## config.mk

```make
export PLATFORM = sky130hd
export DESIGN_NAME = crt_timing_top
export DESIGN_NICKNAME = d
export VERILOG_FILES = /design/src/hdl/crt_tap_counter.v /design/src/hdl/crt_timing_top.v
export VERILOG_INCLUDE_DIRS = /design/src /design/src/pkg
export SDC_FILE = /design/constraint.sdc
export NUM_CORES = 1
export LEC_CHECK = 0
export ABC_CLOCK_PERIOD_IN_PS = 2300
export BUFFER_PORTS_ARGS = -buffer_cell sky130_fd_sc_hd__buf_2
export CELL_PAD_IN_SITES_DETAIL_PLACEMENT = 1
export CELL_PAD_IN_SITES_GLOBAL_PLACEMENT = 1
export CORE_MARGIN = 2
export CORE_UTILIZATION = 44
export DETAILED_ROUTE_END_ITERATION = 12
export PLACE_DENSITY_LB_ADDON = 0.1
export RECOVER_POWER = 50
export SLEW_MARGIN = 20
export SYNTH_ARGS = -nofsm -noshare
export SYNTH_HDL_FRONTEND = slang
export SYNTH_SLANG_ARGS = --single-unit
```

## constraint.sdc

```tcl
create_clock -name mclk -period 2.3 [get_ports mclk]
set_input_delay 0.23 -clock mclk [delete_from_list [all_inputs] [get_ports mclk]]
set_output_delay 0.23 -clock mclk [all_outputs]
set_load 0.005 [all_outputs]
```

## src/pkg/crt_timing_regs.vh

```
// Purpose: register offsets, fields and reset values of the raster timer
// Assumes: AXI4-Lite byte addresses, one 32-bit word per register
// Notes:   all timing positions are 12 bits in the low bits of a word
`ifndef CRT_TIMING_REGS_VH
`define CRT_TIMING_REGS_VH

// ****************************************************************
// Register byte offsets
// ****************************************************************
`define CRT_OFS_HCNT      8'h04
`define CRT_OFS_HLEN      8'h08
`define CRT_OFS_HSYNC     8'h0c
`define CRT_OFS_HBRISE    8'h10
`define CRT_OFS_HBFALL    8'h14
`define CRT_OFS_HPRE      8'h18
`define CRT_OFS_VCNT      8'h1c
`define CRT_OFS_VLEN      8'h20
`define CRT_OFS_VSYNC     8'h24
`define CRT_OFS_VBRISE    8'h28
`define CRT_OFS_VBFALL    8'h2c
`define CRT_OFS_VPRE      8'h30
`define CRT_OFS_CTL       8'h38
`define CRT_OFS_CTL2      8'h40
`define CRT_OFS_TAP       8'h44

// ****************************************************************
// Fields of repaint_control_main
// ****************************************************************
`define CRT_CTL_TAPSEL_LO 0
`define CRT_CTL_BUF       3
`define CRT_CTL_HBRELOAD  4
`define CRT_CTL_VIDEN     5
`define CRT_CTL_INT_HS    7
`define CRT_CTL_INT_VS    8
`define CRT_CTL_MASK      12'h7bf

// ****************************************************************
// Reset values and widths
// ****************************************************************
`define CRT_W             12
`define CRT_RST_CTL       12'h180
`define CRT_RST_POS       12'h000
`define CRT_RST_HLEN      12'h3ff
`define CRT_RST_VLEN      12'h20c
`define CRT_RESP_OKAY     2'b00
`define CRT_RESP_SLVERR   2'b10

`endif

```

## src/hdl/crt_tap_counter.v

```verilog
// Purpose: serial-memory tap counter that mirrors the half select
// Assumes: one character clock per increment
// Notes:   load request is raised when the counter reaches the tap
`timescale 1ns/1ps
`include "crt_timing_regs.vh"

module crt_tap_counter (
   input  wire                 mclk,
   input  wire                 rst_n,
   input  wire                 read_xfer,
   input  wire [2:0]           tap_sel,
   output wire [`CRT_W-1:0]    tap_count,
   output wire                 half_select,
   output reg                  sr_load_q
);

   reg  [`CRT_W-1:0] cnt_q;
   wire [`CRT_W-1:0] cnt_inc = cnt_q + 12'h001;

   // ****************************************************************
   // Counter: cleared by a read transfer, else counts
   // ****************************************************************
   always @(posedge mclk or negedge rst_n) begin
      if (!rst_n) begin
         cnt_q     <= 12'h000;
         sr_load_q <= 1'b0;
      end else begin
         if (read_xfer) begin
            cnt_q <= 12'h000;
         end else begin
            cnt_q <= cnt_q + 12'h001;
         end
         // Load pulse once the selected tap bit first goes high
         // Only a true 0-to-1 step of the tap bit may fire a load
         sr_load_q <= !read_xfer && !cnt_q[tap_sel] &&
                      cnt_inc[tap_sel] && !sr_load_q;
      end
   end

   // Selected tap bit tracks which serial half is shifting out
   assign half_select = cnt_q[tap_sel];
   assign tap_count   = cnt_q;

endmodule

```

## src/hdl/crt_timing_top.v

```verilog
// Purpose: raster timing counters with AXI4-Lite register access
// Assumes: mclk is the character clock, inputs synchronous to it
// Notes:   external syncs are active-low levels; edges are detected
//
// Behaviour
// - Horizontal blank ends when the pixel counter meets the blank fall position.
// - External horizontal or vertical sync, or the line wrap under internal horizontal sync, preloads the pixel counter.
// - Line counter advances on every horizontal sync and is readable.
// - Line counter wraps when it matches the frame length.
// - Vertical sync asserts at the programmed sync line.
// - Vertical blank starts at the programmed rise line.
// - Vertical blank ends at the programmed fall line.
// - External vertical sync, or the frame wrap under internal vertical sync, preloads the line counter.
// - Tap counter clears after read transfer, counts each character clock.
// - Tap counter mirrors half select and schedules shift register loads.
// - Pixel counter increments every character clock and is readable.
// - Pixel counter wraps when it matches the line length.
// - Horizontal sync asserts at the programmed sync position.
// - Horizontal blank starts at the programmed rise position.
//
// Chosen here: the AXI4-Lite register port and the placing of the registers.
`timescale 1ns/1ps
`include "crt_timing_regs.vh"

module crt_timing_top (
   input  wire        mclk,
   input  wire        rst_n,
   input  wire [7:0]  s_axi_awaddr,
   input  wire        s_axi_awvalid,
   output wire        s_axi_awready,
   input  wire [31:0] s_axi_wdata,
   input  wire [3:0]  s_axi_wstrb,
   input  wire        s_axi_wvalid,
   output wire        s_axi_wready,
   output reg  [1:0]  s_axi_bresp,
   output reg         s_axi_bvalid,
   input  wire        s_axi_bready,
   input  wire [7:0]  s_axi_araddr,
   input  wire        s_axi_arvalid,
   output wire        s_axi_arready,
   output reg  [31:0] s_axi_rdata,
   output reg  [1:0]  s_axi_rresp,
   output reg         s_axi_rvalid,
   input  wire        s_axi_rready,
   input  wire        ext_hsync_n,
   input  wire        ext_vsync_n,
   input  wire        read_xfer,
   output reg         hsync_n,
   output reg         vsync_n,
   output reg         blank_n,
   output reg         vertical_blank_n,
   output reg         display_buffer,
   output wire        vram_half_select,
   output wire        sr_load
);

   // ****************************************************************
   // Registers
   // ****************************************************************
   reg [11:0] hcnt_q, hlen_q, hsync_q, hbrise_q, hbfall_q, hpre_q;
   reg [11:0] vcnt_q, vlen_q, vsync_q, vbrise_q, vbfall_q, vpre_q;
   reg [11:0] ctl_q;
   reg [31:0] ctl2_q;
   reg        hblank_q, vblank_q;
   reg        ext_hs_d_q, ext_vs_d_q;
   reg        aw_got_q, w_got_q;
   reg [7:0]  awaddr_q;
   reg [31:0] wdata_q;
   reg [3:0]  wstrb_q;
   wire [11:0] tap_count;

   // ****************************************************************
   // AXI4-Lite write: address and data taken in either order
   // ****************************************************************
   assign s_axi_awready = !aw_got_q && !s_axi_bvalid;
   assign s_axi_wready  = !w_got_q && !s_axi_bvalid;
   wire aw_now = aw_got_q || s_axi_awvalid;
   wire w_now  = w_got_q || s_axi_wvalid;
   wire do_wr  = aw_now && w_now && !s_axi_bvalid;
   wire [7:0]  wa = aw_got_q ? awaddr_q : s_axi_awaddr;
   wire [31:0] wd = w_got_q ? wdata_q : s_axi_wdata;
   wire [3:0]  ws = w_got_q ? wstrb_q : s_axi_wstrb;
   // Except in CTL2, only the low 12 bits are held, so byte lanes 0 and 1 matter
   wire [11:0] wmask = {{4{ws[1]}}, {8{ws[0]}}};

   function [11:0] merge;
      input [11:0] old;
      input [31:0] d;
      input [11:0] m;
      begin
         merge = (old & ~m) | (d[11:0] & m);
      end
   endfunction

   function wr_known;
      input [7:0] a;
      begin
         case (a)
            `CRT_OFS_HLEN, `CRT_OFS_HSYNC, `CRT_OFS_HBRISE,
            `CRT_OFS_HBFALL, `CRT_OFS_HPRE, `CRT_OFS_VLEN,
            `CRT_OFS_VSYNC, `CRT_OFS_VBRISE, `CRT_OFS_VBFALL,
            `CRT_OFS_VPRE, `CRT_OFS_CTL, `CRT_OFS_CTL2: wr_known = 1'b1;
            default: wr_known = 1'b0;
         endcase
      end
   endfunction

   always @(posedge mclk or negedge rst_n) begin
      if (!rst_n) begin
         aw_got_q     <= 1'b0;
         w_got_q      <= 1'b0;
         awaddr_q     <= 8'h00;
         wdata_q      <= 32'h0000_0000;
         wstrb_q      <= 4'h0;
         s_axi_bvalid <= 1'b0;
         s_axi_bresp  <= `CRT_RESP_OKAY;
      end else begin
         if (s_axi_bvalid && s_axi_bready) begin
            s_axi_bvalid <= 1'b0;
         end
         if (do_wr) begin
            aw_got_q     <= 1'b0;
            w_got_q      <= 1'b0;
            s_axi_bvalid <= 1'b1;
            s_axi_bresp  <= wr_known(wa) ? `CRT_RESP_OKAY
                                          : `CRT_RESP_SLVERR;
         end else begin
            if (s_axi_awvalid && s_axi_awready) begin
               aw_got_q <= 1'b1;
               awaddr_q <= s_axi_awaddr;
            end
            if (s_axi_wvalid && s_axi_wready) begin
               w_got_q <= 1'b1;
               wdata_q <= s_axi_wdata;
               wstrb_q <= s_axi_wstrb;
            end
         end
      end
   end

   // ****************************************************************
   // Host-written timing registers
   // ****************************************************************
   always @(posedge mclk or negedge rst_n) begin
      if (!rst_n) begin
         hlen_q   <= `CRT_RST_HLEN;
         hsync_q  <= `CRT_RST_POS;
         hbrise_q <= `CRT_RST_POS;
         hbfall_q <= `CRT_RST_POS;
         hpre_q   <= `CRT_RST_POS;
         vlen_q   <= `CRT_RST_VLEN;
         vsync_q  <= `CRT_RST_POS;
         vbrise_q <= `CRT_RST_POS;
         vbfall_q <= `CRT_RST_POS;
         vpre_q   <= `CRT_RST_POS;
         ctl_q    <= `CRT_RST_CTL;
         ctl2_q   <= 32'h0000_0000;
      end else if (do_wr) begin
         case (wa)
            `CRT_OFS_HLEN:   hlen_q   <= merge(hlen_q, wd, wmask);
            `CRT_OFS_HSYNC:  hsync_q  <= merge(hsync_q, wd, wmask);
            `CRT_OFS_HBRISE: hbrise_q <= merge(hbrise_q, wd, wmask);
            `CRT_OFS_HBFALL: hbfall_q <= merge(hbfall_q, wd, wmask);
            `CRT_OFS_HPRE:   hpre_q   <= merge(hpre_q, wd, wmask);
            `CRT_OFS_VLEN:   vlen_q   <= merge(vlen_q, wd, wmask);
            `CRT_OFS_VSYNC:  vsync_q  <= merge(vsync_q, wd, wmask);
            `CRT_OFS_VBRISE: vbrise_q <= merge(vbrise_q, wd, wmask);
            `CRT_OFS_VBFALL: vbfall_q <= merge(vbfall_q, wd, wmask);
            `CRT_OFS_VPRE:   vpre_q   <= merge(vpre_q, wd, wmask);
            `CRT_OFS_CTL:
               ctl_q <= merge(ctl_q, wd, wmask) & `CRT_CTL_MASK;
            `CRT_OFS_CTL2: begin
               ctl2_q[7:0]  <= ws[0] ? wd[7:0] : ctl2_q[7:0];
               ctl2_q[15:8] <= ws[1] ? wd[15:8] : ctl2_q[15:8];
               ctl2_q[23:16] <= ws[2] ? wd[23:16] : ctl2_q[23:16];
               ctl2_q[31:24] <= ws[3] ? wd[31:24] : ctl2_q[31:24];
            end
            default: ;
         endcase
      end
   end

   // ****************************************************************
   // Sync sources and counters
   // ****************************************************************
   wire int_hs_sel = ctl_q[`CRT_CTL_INT_HS];
   wire int_vs_sel = ctl_q[`CRT_CTL_INT_VS];
   wire h_wrap     = (hcnt_q == hlen_q);
   // Internal syncs fire at the programmed positions
   wire int_hs     = (hcnt_q == hsync_q);
   wire int_vs     = int_hs && (vcnt_q == vsync_q);
   // Falling edges of the active-low external syncs
   wire ext_hs     = ext_hs_d_q && !ext_hsync_n;
   wire ext_vs     = ext_vs_d_q && !ext_vsync_n;
   wire hs_evt     = int_hs_sel ? int_hs : ext_hs;
   wire v_wrap     = (vcnt_q == vlen_q);
   // Internal syncs preload at the wrap, so a zero preload cannot stall
   wire h_load     = (int_hs_sel ? h_wrap : ext_hs) ||
                     (!int_vs_sel && ext_vs);
   wire v_load     = int_vs_sel ? (hs_evt && v_wrap) : ext_vs;

   always @(posedge mclk or negedge rst_n) begin
      if (!rst_n) begin
         hcnt_q     <= 12'h000;
         vcnt_q     <= 12'h000;
         ext_hs_d_q <= 1'b1;
         ext_vs_d_q <= 1'b1;
      end else begin
         ext_hs_d_q <= ext_hsync_n;
         ext_vs_d_q <= ext_vsync_n;
         // Preload on sync beats the free-running count
         if (h_load) begin
            hcnt_q <= hpre_q;
         end else if (h_wrap) begin
            hcnt_q <= 12'h000;
         end else begin
            hcnt_q <= hcnt_q + 12'h001;
         end
         if (v_load) begin
            vcnt_q <= vpre_q;
         end else if (hs_evt) begin
            vcnt_q <= v_wrap ? 12'h000 : vcnt_q + 12'h001;
         end
      end
   end

   // ****************************************************************
   // Sync, blank and buffer select outputs
   // ****************************************************************
   always @(posedge mclk or negedge rst_n) begin
      if (!rst_n) begin
         hblank_q         <= 1'b1;
         vblank_q         <= 1'b1;
         hsync_n          <= 1'b1;
         vsync_n          <= 1'b1;
         blank_n          <= 1'b0;
         vertical_blank_n <= 1'b0;
         display_buffer   <= 1'b0;
      end else begin
         if (hcnt_q == hbrise_q) begin
            hblank_q <= 1'b1;
         end else if (hcnt_q == hbfall_q) begin
            hblank_q <= 1'b0;
         end
         if (hs_evt && vcnt_q == vbrise_q) begin
            vblank_q <= 1'b1;
         end else if (hs_evt && vcnt_q == vbfall_q) begin
            vblank_q <= 1'b0;
         end
         // Sync is a one-character pulse at the sync position
         hsync_n          <= !int_hs;
         // Vertical sync falls on the sync line, rises on the next line
         if (int_vs_sel && int_vs) begin
            vsync_n <= 1'b0;
         end else if (int_vs_sel && hs_evt) begin
            vsync_n <= 1'b1;
         end
         vertical_blank_n <= !vblank_q;
         blank_n <= !(hblank_q || vblank_q || !ctl_q[`CRT_CTL_VIDEN]);
         // Buffer swap waits for vertical blank so no frame tears
         if (vblank_q && vertical_blank_n) begin
            display_buffer <= ctl_q[`CRT_CTL_BUF];
         end
      end
   end

   // ****************************************************************
   // Serial memory tap counter
   // ****************************************************************
   crt_tap_counter u_tap (
      .mclk        (mclk),
      .rst_n       (rst_n),
      .read_xfer   (read_xfer),
      .tap_sel     (ctl_q[2:0]),
      .tap_count   (tap_count),
      .half_select (vram_half_select),
      .sr_load_q   (sr_load)
   );

   // ****************************************************************
   // AXI4-Lite read: one cycle from address to data
   // ****************************************************************
   assign s_axi_arready = !s_axi_rvalid;

   always @(posedge mclk or negedge rst_n) begin
      if (!rst_n) begin
         s_axi_rvalid <= 1'b0;
         s_axi_rdata  <= 32'h0000_0000;
         s_axi_rresp  <= `CRT_RESP_OKAY;
      end else if (s_axi_arvalid && s_axi_arready) begin
         s_axi_rvalid <= 1'b1;
         s_axi_rresp  <= `CRT_RESP_OKAY;
         case (s_axi_araddr)
            `CRT_OFS_HCNT:   s_axi_rdata <= {20'h00000, hcnt_q};
            `CRT_OFS_HLEN:   s_axi_rdata <= {20'h00000, hlen_q};
            `CRT_OFS_HSYNC:  s_axi_rdata <= {20'h00000, hsync_q};
            `CRT_OFS_HBRISE: s_axi_rdata <= {20'h00000, hbrise_q};
            `CRT_OFS_HBFALL: s_axi_rdata <= {20'h00000, hbfall_q};
            `CRT_OFS_HPRE:   s_axi_rdata <= {20'h00000, hpre_q};
            `CRT_OFS_VCNT:   s_axi_rdata <= {20'h00000, vcnt_q};
            `CRT_OFS_VLEN:   s_axi_rdata <= {20'h00000, vlen_q};
            `CRT_OFS_VSYNC:  s_axi_rdata <= {20'h00000, vsync_q};
            `CRT_OFS_VBRISE: s_axi_rdata <= {20'h00000, vbrise_q};
            `CRT_OFS_VBFALL: s_axi_rdata <= {20'h00000, vbfall_q};
            `CRT_OFS_VPRE:   s_axi_rdata <= {20'h00000, vpre_q};
            `CRT_OFS_CTL:    s_axi_rdata <= {20'h00000, ctl_q};
            `CRT_OFS_CTL2:   s_axi_rdata <= ctl2_q;
            `CRT_OFS_TAP:    s_axi_rdata <= {20'h00000, tap_count};
            default: begin
               s_axi_rdata <= 32'h0000_0000;
               s_axi_rresp <= `CRT_RESP_SLVERR;
            end
         endcase
      end else if (s_axi_rvalid && s_axi_rready) begin
         s_axi_rvalid <= 1'b0;
      end
   end

endmodule

```

# After elaboration in Yosys (flattened, before gate mapping)
# Cells that the tools add are included.
[totals] ff_bits=292 input_bits=62 output_inout_bits=48 word_cells=205
[op_classes] add_sub_neg=3 n_lt_le_gt_ge=1 eq_ne=35 muxes=35 bitwise=25 reduce_logical=68
[ops] operator="$pmux W32 S15" n=1
[ops] operator="$and A12 B12 Y12" n=11
[ops] operator="$or A12 B12 Y12" n=10
[ops] operator="$eq A12 B12 Y1" n=8
[ops] operator="$eq A8 B6 Y1 const B" n=12
[ops] operator="$mux W12" n=6
[ops] operator="$eq A8 B5 Y1 const B" n=7
[ops] operator="$add A12 B1 Y12 const B" n=3
[ops] operator="$eq A8 B4 Y1 const B" n=4
[ops] operator="$mux W32" n=1
[ops] operator="$reduce_and A2 Y1" n=13
[ops] operator="$eq A8 B7 Y1 const B" n=3
[ops] operator="$logic_and A1 B1 Y1" n=22
[ops] operator="$mux W1" n=21
[ops] operator="$reduce_bool A2 Y1" n=8
[ops] operator="$reduce_or A15 Y1" n=1
[ops] operator="$logic_not A1 Y1" n=14
[ops] operator="$not A12 Y12" n=1
[ops] operator="$reduce_and A3 Y1" n=4
[ops] operator="$reduce_or A12 Y1" n=1
[ops] operator="$and A11 B11 Y11" n=1
[ops] operator="$or A11 B11 Y11" n=1
[ops] operator="$eq A8 B3 Y1 const B" n=1
[ops] operator="$mux W8" n=1
[ops] operator="other kinds (6)" n=12

# Longest topological paths before layout
# Gate-level depths: netlist of the first run.
[logic_depth] depth_word=6 depth_mapped=10 ltp_nobuf=7

# Modules after synthesis
# A second synthesis of the first run with hierarchy kept.
[unflattened] cells_unflattened=1439 hier_area_um2=15273.4
[modules_own_cells] mod="crt_timing_top" n_inst=1 cells_per_inst=1355 area_each_um2=14441.4
[modules_own_cells] mod="crt_tap_counter" n_inst=1 cells_per_inst=84 area_each_um2=832.0

# Worst setup path after synthesis of the first run
# OpenSTA, ideal clock, no wires.
[synth_timing] path_kind="register to register" from="register aw_got_q" to="register ctl2_q[24]" setup_ns=0.125 arrival_time_ns=2.007 required_time_ns=2.175 setup_slack_ns=0.168 stages_incl_launch_ff=8 n_path_buf=2 period_less_slack_ns=2.132 path_cell_list="dfrtp_1 -> buf_6 -> buf_2 -> o32a_1 -> nor4_4 -> nand2_1 -> nor2_4 -> mux2_2"
[synth_between] elab_chain_cells=4 word_cells_on_any_way=6 cone_classes="eq/ne: 1; mux: 1; reduce/logical: 4"
[synth_lines] item="start, declared" line="crt_timing_top.v:66" text="reg aw_got_q, w_got_q;"
[synth_lines] item="start signal, assigned" line="crt_timing_top.v:110" text="aw_got_q <= 1'b0;"
[synth_lines] item="start signal, assigned" line="crt_timing_top.v:122" text="aw_got_q <= 1'b0;"
[synth_lines] item="start signal, assigned" line="crt_timing_top.v:129" text="aw_got_q <= 1'b1;"
[synth_lines] item="parallel branches: the longest is 3 deep, another holds $mux W8"
[synth_lines] item="$reduce_and A3 Y1 (no source line) (*)"
[synth_lines] item="end signal, assigned" line="crt_timing_top.v:176" text="ctl2_q[31:24] <= ws[3] ? wd[31:24] : ctl2_q[31:24];"
[synth_lines] item="end, declared" line="crt_timing_top.v:63" text="reg [31:0] ctl2_q;"
# Mark *: on every way between the ends.
# A chain may end at the register's enable or synchronous reset.

==> results of run 1 <==
-- kinds of logic after synthesis --
group                    after synthesis  share of synthesized area, %
AO/OA/AOI/OAI                        294                          12.9
XOR/XNOR                             117                          6.73
adder cells (fa/ha/maj)                3                         0.247
buffers and inverters                136                          3.99
flip-flops                           290                          47.8
multiplexers                         189                          14.2
other                                  1                        0.0246
AND/OR/NAND/NOR                      427                          14.0
-- routing by layer --
metal  vias to the layer above  share of wire (%)
met5                         -                  0
met4                         0                3.9
met3                       101                5.3
met2                       357                 47
met1                      6383                 44
li1                       5653                  -
-- area by class of cell --
cell class	instances	area (sq um)	share of cell area, %
Clock buffer	51	1080	5.75
Clock inverter	13	135	0.722
Inverter	23	86.3	0.461
Multi-Input combinational cell	1032	7420	39.6
Sequential cell	290	7290	38.9
Tap cell	455	569	3.04
Timing Repair Buffer	295	2150	11.5
-- power by group --
| part | switching (W) | internal [W] |
|---|---|---|
| combinational | 0.00337 | 0.00255 |
| sequential | 0.000948 | 0.00620 |
| clock | 0.00224 | 0.00349 |
| total | 0.00655 | 0.0122 |
-- worst reg2reg max path, delay by kind of cell, from the launching register on --
kind                   cells  cell delay (ns)
AOI/OAI and AO/OA          1             0.33
buffers and inverters      2             0.31
DFF                        1             0.45
muxes                      1             0.33
and+or+nand+nor            3             0.66
-- per-stage QoR --
stage | power [W] | instance area (sq um)
4_1_cts | 0.0188 | 18700
5_1_grt | 0.0197 | 18700
3_5_place_dp | 0.0129 | 17000
3_3_place_gp | 0.0127 | 17000
2_1_floorplan | 0.0104 | 15200
6_report | 0.0188 | 18700
-- timing repair --
| action | in CTS | in global routing |
|---|---|---|
| endpoints found under the setup margin | 17 | 134 |
| gates cloned | 0 | 0 |
| buffers inserted | 2 | 3 |
| hold buffers | 44 | 0 |
| gates resized for setup | 3 | 17 |
| hold endpoints to repair | 86 | 0 |
| pin swaps | 1 | 5 |
-- Yosys cell counts, types with 4 or more instances --
cell,count,area share [%]
mux2_2,148,11
o22ai_1,12,0.49
or3_1,10,0.41
nor3b_1,4,0.20
or4_1,4,0.20
nand2_1,158,3.9
o21ai_2,16,0.92
o21ai_1,37,1.2
clkbuf_1,56,1.4
a21oi_1,46,1.5
o21ai_0,52,1.7
xor2_1,45,2.6
buf_2,42,1.4
a21o_1,8,0.39
nor2b_1,8,0.33
xnor2_1,72,4.1
nand3_1,36,1.2
nor3_1,22,0.72
dfstp_2,21,3.6
a22oi_1,32,1.6
o31ai_1,15,0.74
buf_1,6,0.15
nand4_1,27,1.1
nor4_1,16,0.66
mux4_2,7,1.0
buf_6,4,0.30
dfrtp_1,269,44
a22o_1,25,1.4
inv_1,23,0.57
nor2_1,81,2.0
or2_2,6,0.25
nand3b_1,12,0.59
a31oi_1,5,0.21
a221oi_1,6,0.35
and3_1,15,0.62
mux2i_1,33,2.2
and4_1,5,0.29
-- worst paths after layout --
| kind | from | slack [ns] | to |
|---|---|---|---|
| setup / recovery | flop | 0.09 | vram_half_select |
| hold reg to reg | s_axi_rdata[6] | 0.47 | s_axi_rdata[6] |
| setup reg to reg | aw_got_q | 0.11 | ctl2_q[18] |
| hold / removal | s_axi_awvalid | 0.02 | aw_got_q |
| max in group asynchronous | rst_n | 0.30 | s_axi_rdata[26] |
| min in group asynchronous | rst_n | 0.68 | vcnt_q[5] |
==> results.json, run 1 <==
{
  "syn2layout_area_growth_pct": 23.0,
  "violations": "max-capacitance violations, max-slew violations",
  "initial_utilization_pct": 44.4,
  "finalCriticalPeriod_ns": 2.21,
  "utilization_pct": 54.6,
  "layout_commonest_cell": "dfrtp_1",
  "synth_edf_count": 0,
  "grt_pass1_wl_mm": 82.0,
  "die_area_sq_mm": 0.0361,
  "async_flop_share_pct": 100,
  "cts_root_buf": "clkbuf_16",
  "numPortBuffers": 107,
  "arrival_ns": 1.98,
  "numCtsBuffers": 35,
  "diodes": 0,
  "crit_chain": "mux4_2 -> mux2_2 -> buf_2",
  "rows": 68,
  "power_density_mw_per_mm2": 1000,
  "cp-end-kind": "output port",
  "fin_skew_ns": 0.0147,
  "setup_viol": 0,
  "grt_max_degree": 60,
  "ios": 110,
  "ys.flop_type": "dfrtp_1",
  "die_width_microns": 190,
  "finalHoldViolCount": 0,
  "ys_warn_count": 0,
  "hold_path_class": "input pin to flop",
  "finalSetupTns_ns": 0,
  "holdWs_ns": 0.0227,
  "avgSynthCellArea_sq_um": 10.4,
  "layout_common_cells": "266 x dfrtp_1, 157 x nand2_1, 143 x mux2_2, 133 x buf_4, 99 x buf_2",
  "critical_path_class": "flop to output port",
  "synth_seq_area_share_pct": 47.8,
  "clock_path_buffers": 3,
  "ys_seq_elements": 290,
  "post-place-ws_ns": -0.119,
  "clock_latency_ns": 0.52,
  "max_cap_violations": 1,
  "grt-busiest-layer": "met2",
  "drtAntennaViolNets": 0,
  "die_h_microns": 190,
  "reg2reg_depth": 7,
  "yosysUniqueCellTypes": 79,
  "cpMaxStageDelayCell": "mux4_2",
  "met2_usage_pct": 49.6,
  "htreeDepth": 2,
  "worst_slew_pin_slew_ns": 1.64,
  "worst_ir_drop_vdd_uv": 600,
  "required_ns": 2.07,
  "fill_cells": 3732,
  "grt_pass1_vias": 13100,
  "drc_errors": 0,
  "wire_per_inst_microns": 24.9,
  "relSlewSlack_pct": -9.40,
  "place.gp.congestion": 0.930,
  "worst-path-max-fanout": 11,
  "vias_per_cell": 5.79,
  "cts.sinks": 290,
  "cts_tree": "built",
  "antenna_found_initial": 1,
  "num_vias": 12500,
  "track_usage_pct": 30.3,
  "cellLeakagePower_nw": 8.45,
  "clkSlewWorstSetupHoldPaths_ns": 0.06,
  "slew_viol_final": 53,
  "syn-cell-area_sq_mm": 0.0152,
  "dp_hpwl_mm": 39.4,
  "path_depth": 3,
  "core-area_sq_mm": 0.0343,
  "timing.final.crit_share_pct": 96.1,
  "drt-total-wl_mm": 53.7,
  "critical_path_buf_inv_count": 1,
  "hold_depth": 3,
  "firstDrtPassIters": 5,
  "grt_overflow": 0,
  "synthCells": 1457,
  "fmax_mhz": 453,
  "dpl.cell_count": 2046,
  "layout_setup_ws_ns": 0.0904,
  "met1_usage_pct": 40.7,
  "grt_util_met3_pct": 4.65,
  "startpoint_type": "flop",
  "nets": 1742,
  "finalNonFillerCells": 2159,
  "max_stage_delay_ns": 0.55,
  "drive_gt1_share_pct": 31.3,
  "drtIter0Drc": 804,
  "cp_top_family": "multiplexers",
  "status": "finished, violations left"
}
Note: power is estimated with default switching activity, not from simulation.
==> inputs of run 2 (changes only) <==
Settings changed: ABC_CLOCK_PERIOD_IN_PS 2300 to 2450, CORE_UTILIZATION 44 to 48.
Clock period 2.3 ns to 2.45 ns, I/O delays scaled along.
==> results.json, run 2 (synthesized netlist as in run 1, its figures left out) <==
{
  "drtAntennaViolNets": 0,
  "violations": "max-capacitance violations, max-slew violations",
  "cp-end-kind": "flop",
  "max_cap_violations": 1,
  "grt_max_degree": 73,
  "startpoint_type": "flop",
  "rows": 65,
  "slew_viol_final": 71,
  "grt_overflow": 0,
  "grt_pass1_vias": 13400,
  "rrSetupSlack_ns": 0.11,
  "numPortBuffers": 107,
  "arrival_ns": 2.72,
  "die_area_sq_mm": 0.0332,
  "setup_viol": 0,
  "finalCriticalPeriod_ns": 2.34,
  "clock_path_buffers": 3,
  "syn2layout_area_growth_pct": 19.8,
  "highest_layer": "met4",
  "drive_gt1_share_pct": 29.6,
  "numCtsBuffers": 35,
  "cellLeakagePower_nw": 8.21,
  "wire_per_inst_microns": 25.9,
  "cp-startpoint": "aw_got_q",
  "hold_depth": 3,
  "hold_start": "s_axi_awvalid",
  "drtIter0Drc": 1081,
  "rr_startpoint": "aw_got_q",
  "utilization_pct": 58.1,
  "htreeDepth": 2,
  "reg2reg_depth": 7,
  "worst_slew_pin_slew_ns": 2.08,
  "firstDrtPassIters": 5,
  "worst_ir_drop_vdd_uv": 641,
  "diodes": 0,
  "post-place-ws_ns": 0.0265,
  "fin_skew_ns": 0.0216,
  "hold_path_class": "input pin to flop",
  "required_ns": 2.83,
  "drt-total-wl_mm": 53.5,
  "postPlaceCellArea_sq_mm": 0.0167,
  "finalSetupTns_ns": 0,
  "dp_hpwl_mm": 38.5,
  "status": "finished, violations left",
  "relSlewSlack_pct": -38.5,
  "timing.final.crit_share_pct": 95.5,
  "layout_setup_ws_ns": 0.111,
  "power_density_mw_per_mm2": 950,
  "fmax_mhz": 427,
  "clkSlewWorstSetupHoldPaths_ns": 0.06,
  "initial_utilization_pct": 48.5,
  "num_vias": 12600,
  "wl_met2_mm": 25.1,
  "whs_endpoint": "aw_got_q",
  "rsz0062_at_grt": "true",
  "grt_pass1_wl_mm": 82.8,
  "worst-path-max-fanout": 14,
  "vias_per_cell": 6.09,
  "cts_root_buf": "clkbuf_16",
  "wl_met1_mm": 22.9,
  "ios": 110,
  "cts.sinks": 290,
  "layout_common_cells": "266 x dfrtp_1, 157 x nand2_1, 148 x mux2_2, 101 x buf_2, 98 x buf_4",
  "routed-wl-met3_mm": 3.16,
  "finalHoldViolCount": 0,
  "cts_tree": "built",
  "place.gp.congestion": 0.972,
  "drc_errors": 0,
  "clock_latency_ns": 0.54,
  "track_usage_pct": 32.9,
  "antenna_found_initial": 0,
  "die_h_microns": 182,
  "die_width_microns": 182,
  "critical_path_class": "flop to flop",
  "nets": 1706,
  "stdcell_area_sq_mm": 0.0182,
  "layout_commonest_cell": "dfrtp_1",
  "core-area_sq_mm": 0.0314
}
==> run 2: changes by cell type in the layout (fill, tap and decap cells not counted), sizes merged <==
cell,change
inv,+2
clkinv,+1
buf,-35
clkbuf,-4
clkinvlp,-1
==> run 2: timing repair <==
item / in CTS / in global routing
endpoints found under the hold margin: 98 / 0
hold buffers: 44 / 0
resized for setup: 0 / 14
buffers inserted: 0 / 0
setup endpoints to repair: 0 / 103
==> run 2: area by class of cell <==
cell class              count  area (sq um)
fillers                  3391         13200
multi-input cells        1032          7400
clock inverters            15           161
repair buffers            259          1820
clock buffers              48           975
flip-flops and latches    290          7290
well taps                 402           503
inverters                  23          86.3
==> run 2: report_power, final <==
part / total, W / internal (W) / leakage [nW] / switching [W]
Clock: 0.00519 / 0.00304 / 0.564 / 0.00215
Sequential: 0.00675 / 0.00582 / 3.83 / 0.000931
Combinational: 0.00538 / 0.00227 / 3.82 / 0.00311
Total: 0.0173 / 0.0111 / 8.21 / 0.00619
==> run 2: worst max-delay path, cell delays in order (launching register included) <==
cell,delay (ns)
dfrtp_2,0.42
buf_4,0.20
nor3b_2,0.25
o22ai_2,0.15
nand2b_1,0.24
or3_1,0.65
nand2_1,0.17
o21ai_0,0.09
==> run 2: through the flow <==
stage,power [W],hold slack [ns],std cells
floorplan,0.00978,-0.0506,1458
global placement,0.0118,0.279,1962
detailed placement,0.0120,0.274,1962
CTS,0.0173,0.00269,2069
global route,0.0181,0.0327,2069
finish,0.0173,0.0175,2069
==> run 2: how the worst max path moves through the flow <==
| stage | end | slack (ns) | depth (start not counted) |
|---|---|---|---|
| floorplan | ctl2_q[24] | 0.32 | 7 |
| global placement | s_axi_rdata[5] | 0.06 | 7 |
| detailed placement | flop | 0.03 | 7 |
| CTS | flop | 0.003 | 7 |
| global route | flop | -0.08 | 7 |
| finish | flop | 0.11 | 7 |
==> run 2: metal layers <==
layer  vias up  global-route usage (%)
met5         -                       0
met4         0                    13.2
met3       132                    5.49
met2       471                    53.4
met1      6415                    44.3
li1       5580                       -
==> inputs of run 3 (changes only) <==
Settings changed: BUFFER_PORTS_ARGS -buffer_cell sky130_fd_sc_hd__buf_2 to unset, CORE_UTILIZATION 48 to 51, DONT_BUFFER_PORTS set to 1.
==> results.json, run 3 (synthesized netlist as in run 1, its figures left out) <==
{
  "vias_per_cell": 6.35,
  "worst_ir_drop_vdd_uv": 831,
  "place.gp.congestion": 0.965,
  "nets": 1589,
  "die_h_microns": 177,
  "drc_errors": 0,
  "cellLeakagePower_nw": 7.71,
  "grt_pass1_wl_mm": 81.4,
  "drtAntennaViolNets": 0,
  "htreeDepth": 2,
  "grt_pass1_vias": 12900,
  "layout_common_cells": "268 x dfrtp_1, 157 x nand2_1, 148 x mux2_2, 88 x buf_4, 81 x nor2_1",
  "rr_endpoint": "vblank_q",
  "max_cap_violations": 0,
  "violations": "negative hold slack",
  "initial_utilization_pct": 51.6,
  "cpMaxStageDelayCell": "nor4_2",
  "slew_viol_final": 0,
  "ios": 110,
  "fill_cells": 3118,
  "cp_top_family": "simple AND/OR/NAND/NOR gates",
  "finalHoldViolCount": 282,
  "crit_chain": "xor2_1 -> nor4_1 -> and4_1 -> nor2_1 -> nor4_2 -> buf_4 -> o21ai_0",
  "wire_per_inst_microns": 27.4,
  "core-area_sq_mm": 0.0295,
  "numPortBuffers": 0,
  "drtIter0Drc": 964,
  "power_density_mw_per_mm2": 981,
  "layout_commonest_cell": "dfrtp_1",
  "layout_setup_ws_ns": 0.148,
  "grt_max_degree": 291,
  "syn2layout_area_growth_pct": 15.9,
  "track_usage_pct": 34.8,
  "firstDrtPassIters": 5,
  "required_ns": 2.89,
  "seqCellArea_sq_mm": 0.00728,
  "status": "finished, violations left",
  "power.total_w": 0.0173,
  "reg2reg_depth": 7,
  "post-place-ws_ns": 0.0299,
  "worst_slew_pin_slew_ns": 1.14,
  "rrSetupSlack_ns": 0.15,
  "setup_viol": 0,
  "worst-path-max-fanout": 5,
  "cts_root_buf": "clkbuf_16",
  "critical_path_buf_inv_count": 1,
  "critical_path_class": "flop to flop",
  "grt_overflow": 0,
  "fmax_mhz": 434,
  "drt-total-wl_mm": 53.2,
  "finalCriticalPeriod_ns": 2.30,
  "die_width_microns": 177,
  "fin_skew_ns": 0.00756,
  "antenna_found_initial": 0,
  "path_depth": 7,
  "clock_latency_ns": 0.52,
  "relSlewSlack_pct": 23.7,
  "cts.sinks": 290,
  "die_area_sq_mm": 0.0312,
  "dp_hpwl_mm": 36.2,
  "clkSlewWorstSetupHoldPaths_ns": 0.06,
  "hold_path_class": "input pin to asynchronous set/reset pin",
  "rows": 63,
  "max_stage_delay_ns": 0.45,
  "cts_setup_buffers": 0,
  "diodes": 0,
  "startpoint_type": "flop",
  "timing.final.crit_share_pct": 94.0,
  "clock_path_buffers": 3,
  "holdWs_ns": -0.574,
  "multiInputGateArea_sq_mm": 0.00739,
  "critPathCapture": "vblank_q",
  "numCtsBuffers": 35,
  "cts_tree": "built",
  "arrival_ns": 2.74,
  "num_vias": 12300,
  "cp-end-kind": "flop",
  "drive_gt1_share_pct": 23.6
}
## run 3: changes by cell type in the layout (fill, tap and decap cells not counted), moves of 3 or more
cell,previous run,this run
buf_6,4,0
clkinv_2,9,5
clkbuf_1,14,9
buf_4,98,88
dlygate4sd3_1,44,54
buf_2,101,0
clkbuf_2,3,0
buf_12,3,0
## run 3: worst min path at each step
stage,start,to,slack [ns],cells past startpoint
4_1_cts,rst_n,vcnt_q[9],-0.58,0
2_1_floorplan,rst_n,asynchronous set/reset pin,-0.05,0
5_1_grt,rst_n,vcnt_q[4],-0.59,0
3_3_place_gp,rst_n,vcnt_q[5],-0.04,0
6_report,rst_n,vcnt_q[4],-0.57,0
3_5_place_dp,rst_n,vcnt_q[4],-0.04,0
## run 3: worst register-to-register path, cell delays in order, from the launching register on
cell and delay (ns):
dfrtp_1 0.41, xor2_1 0.16, nor4_1 0.38, and4_1 0.39
nor2_1 0.17, nor4_2 0.45, buf_4 0.19, o21ai_0 0.06
## run 3: area by class of cell
class                           count  area share [%]
Tap cell                          390            2.77
Multi-Input combinational cell   1032            41.9
Timing Repair Buffer              142            6.81
Clock buffer                       50            5.69
Inverter                           23           0.489
Sequential cell                   290            41.3
Clock inverter                     13            1.06
## run 3: stage by stage
stage / setup TNS (ns) / hold slack, ns / instance area [sq um] / utilization [%] / cells
final: 0 / -0.574 / 17600 / 59.8 / 1940
after global routing: -0.0105 / -0.590 / 17600 / 59.8 / 1940
after CTS: 0 / -0.584 / 17600 / 59.7 / 1939
after detailed placement: 0 / -0.0396 / 15900 / 53.8 / 1823
after global placement: 0 / -0.0395 / 15900 / 53.8 / 1823
after floorplan: 0 / -0.0506 / 15200 / - / 1458
## run 3: repair_timing
item,in CTS,in global routing
hold endpoints to repair,359,291
resized for setup,1,8
setup endpoints to repair,1,61
hold buffers,53,1
pin swaps,0,1
## run 3: report_power, final
part	internal (W)	switching (W)	leakage [nW]
Sequential	0.00582	0.000913	3.83
Combinational	0.00220	0.00297	3.29
Clock	0.00329	0.00211	0.586
Total	0.0113	0.00599	7.71
## run 3: per-layer routing
metal,up-vias,GRT usage (%),wire length (microns)
li1,5341,-,-
met3,131,5.80,3210
met2,477,55.8,24900
met4,0,14.8,2420
met1,6371,46.7,22600
met5,-,0,0
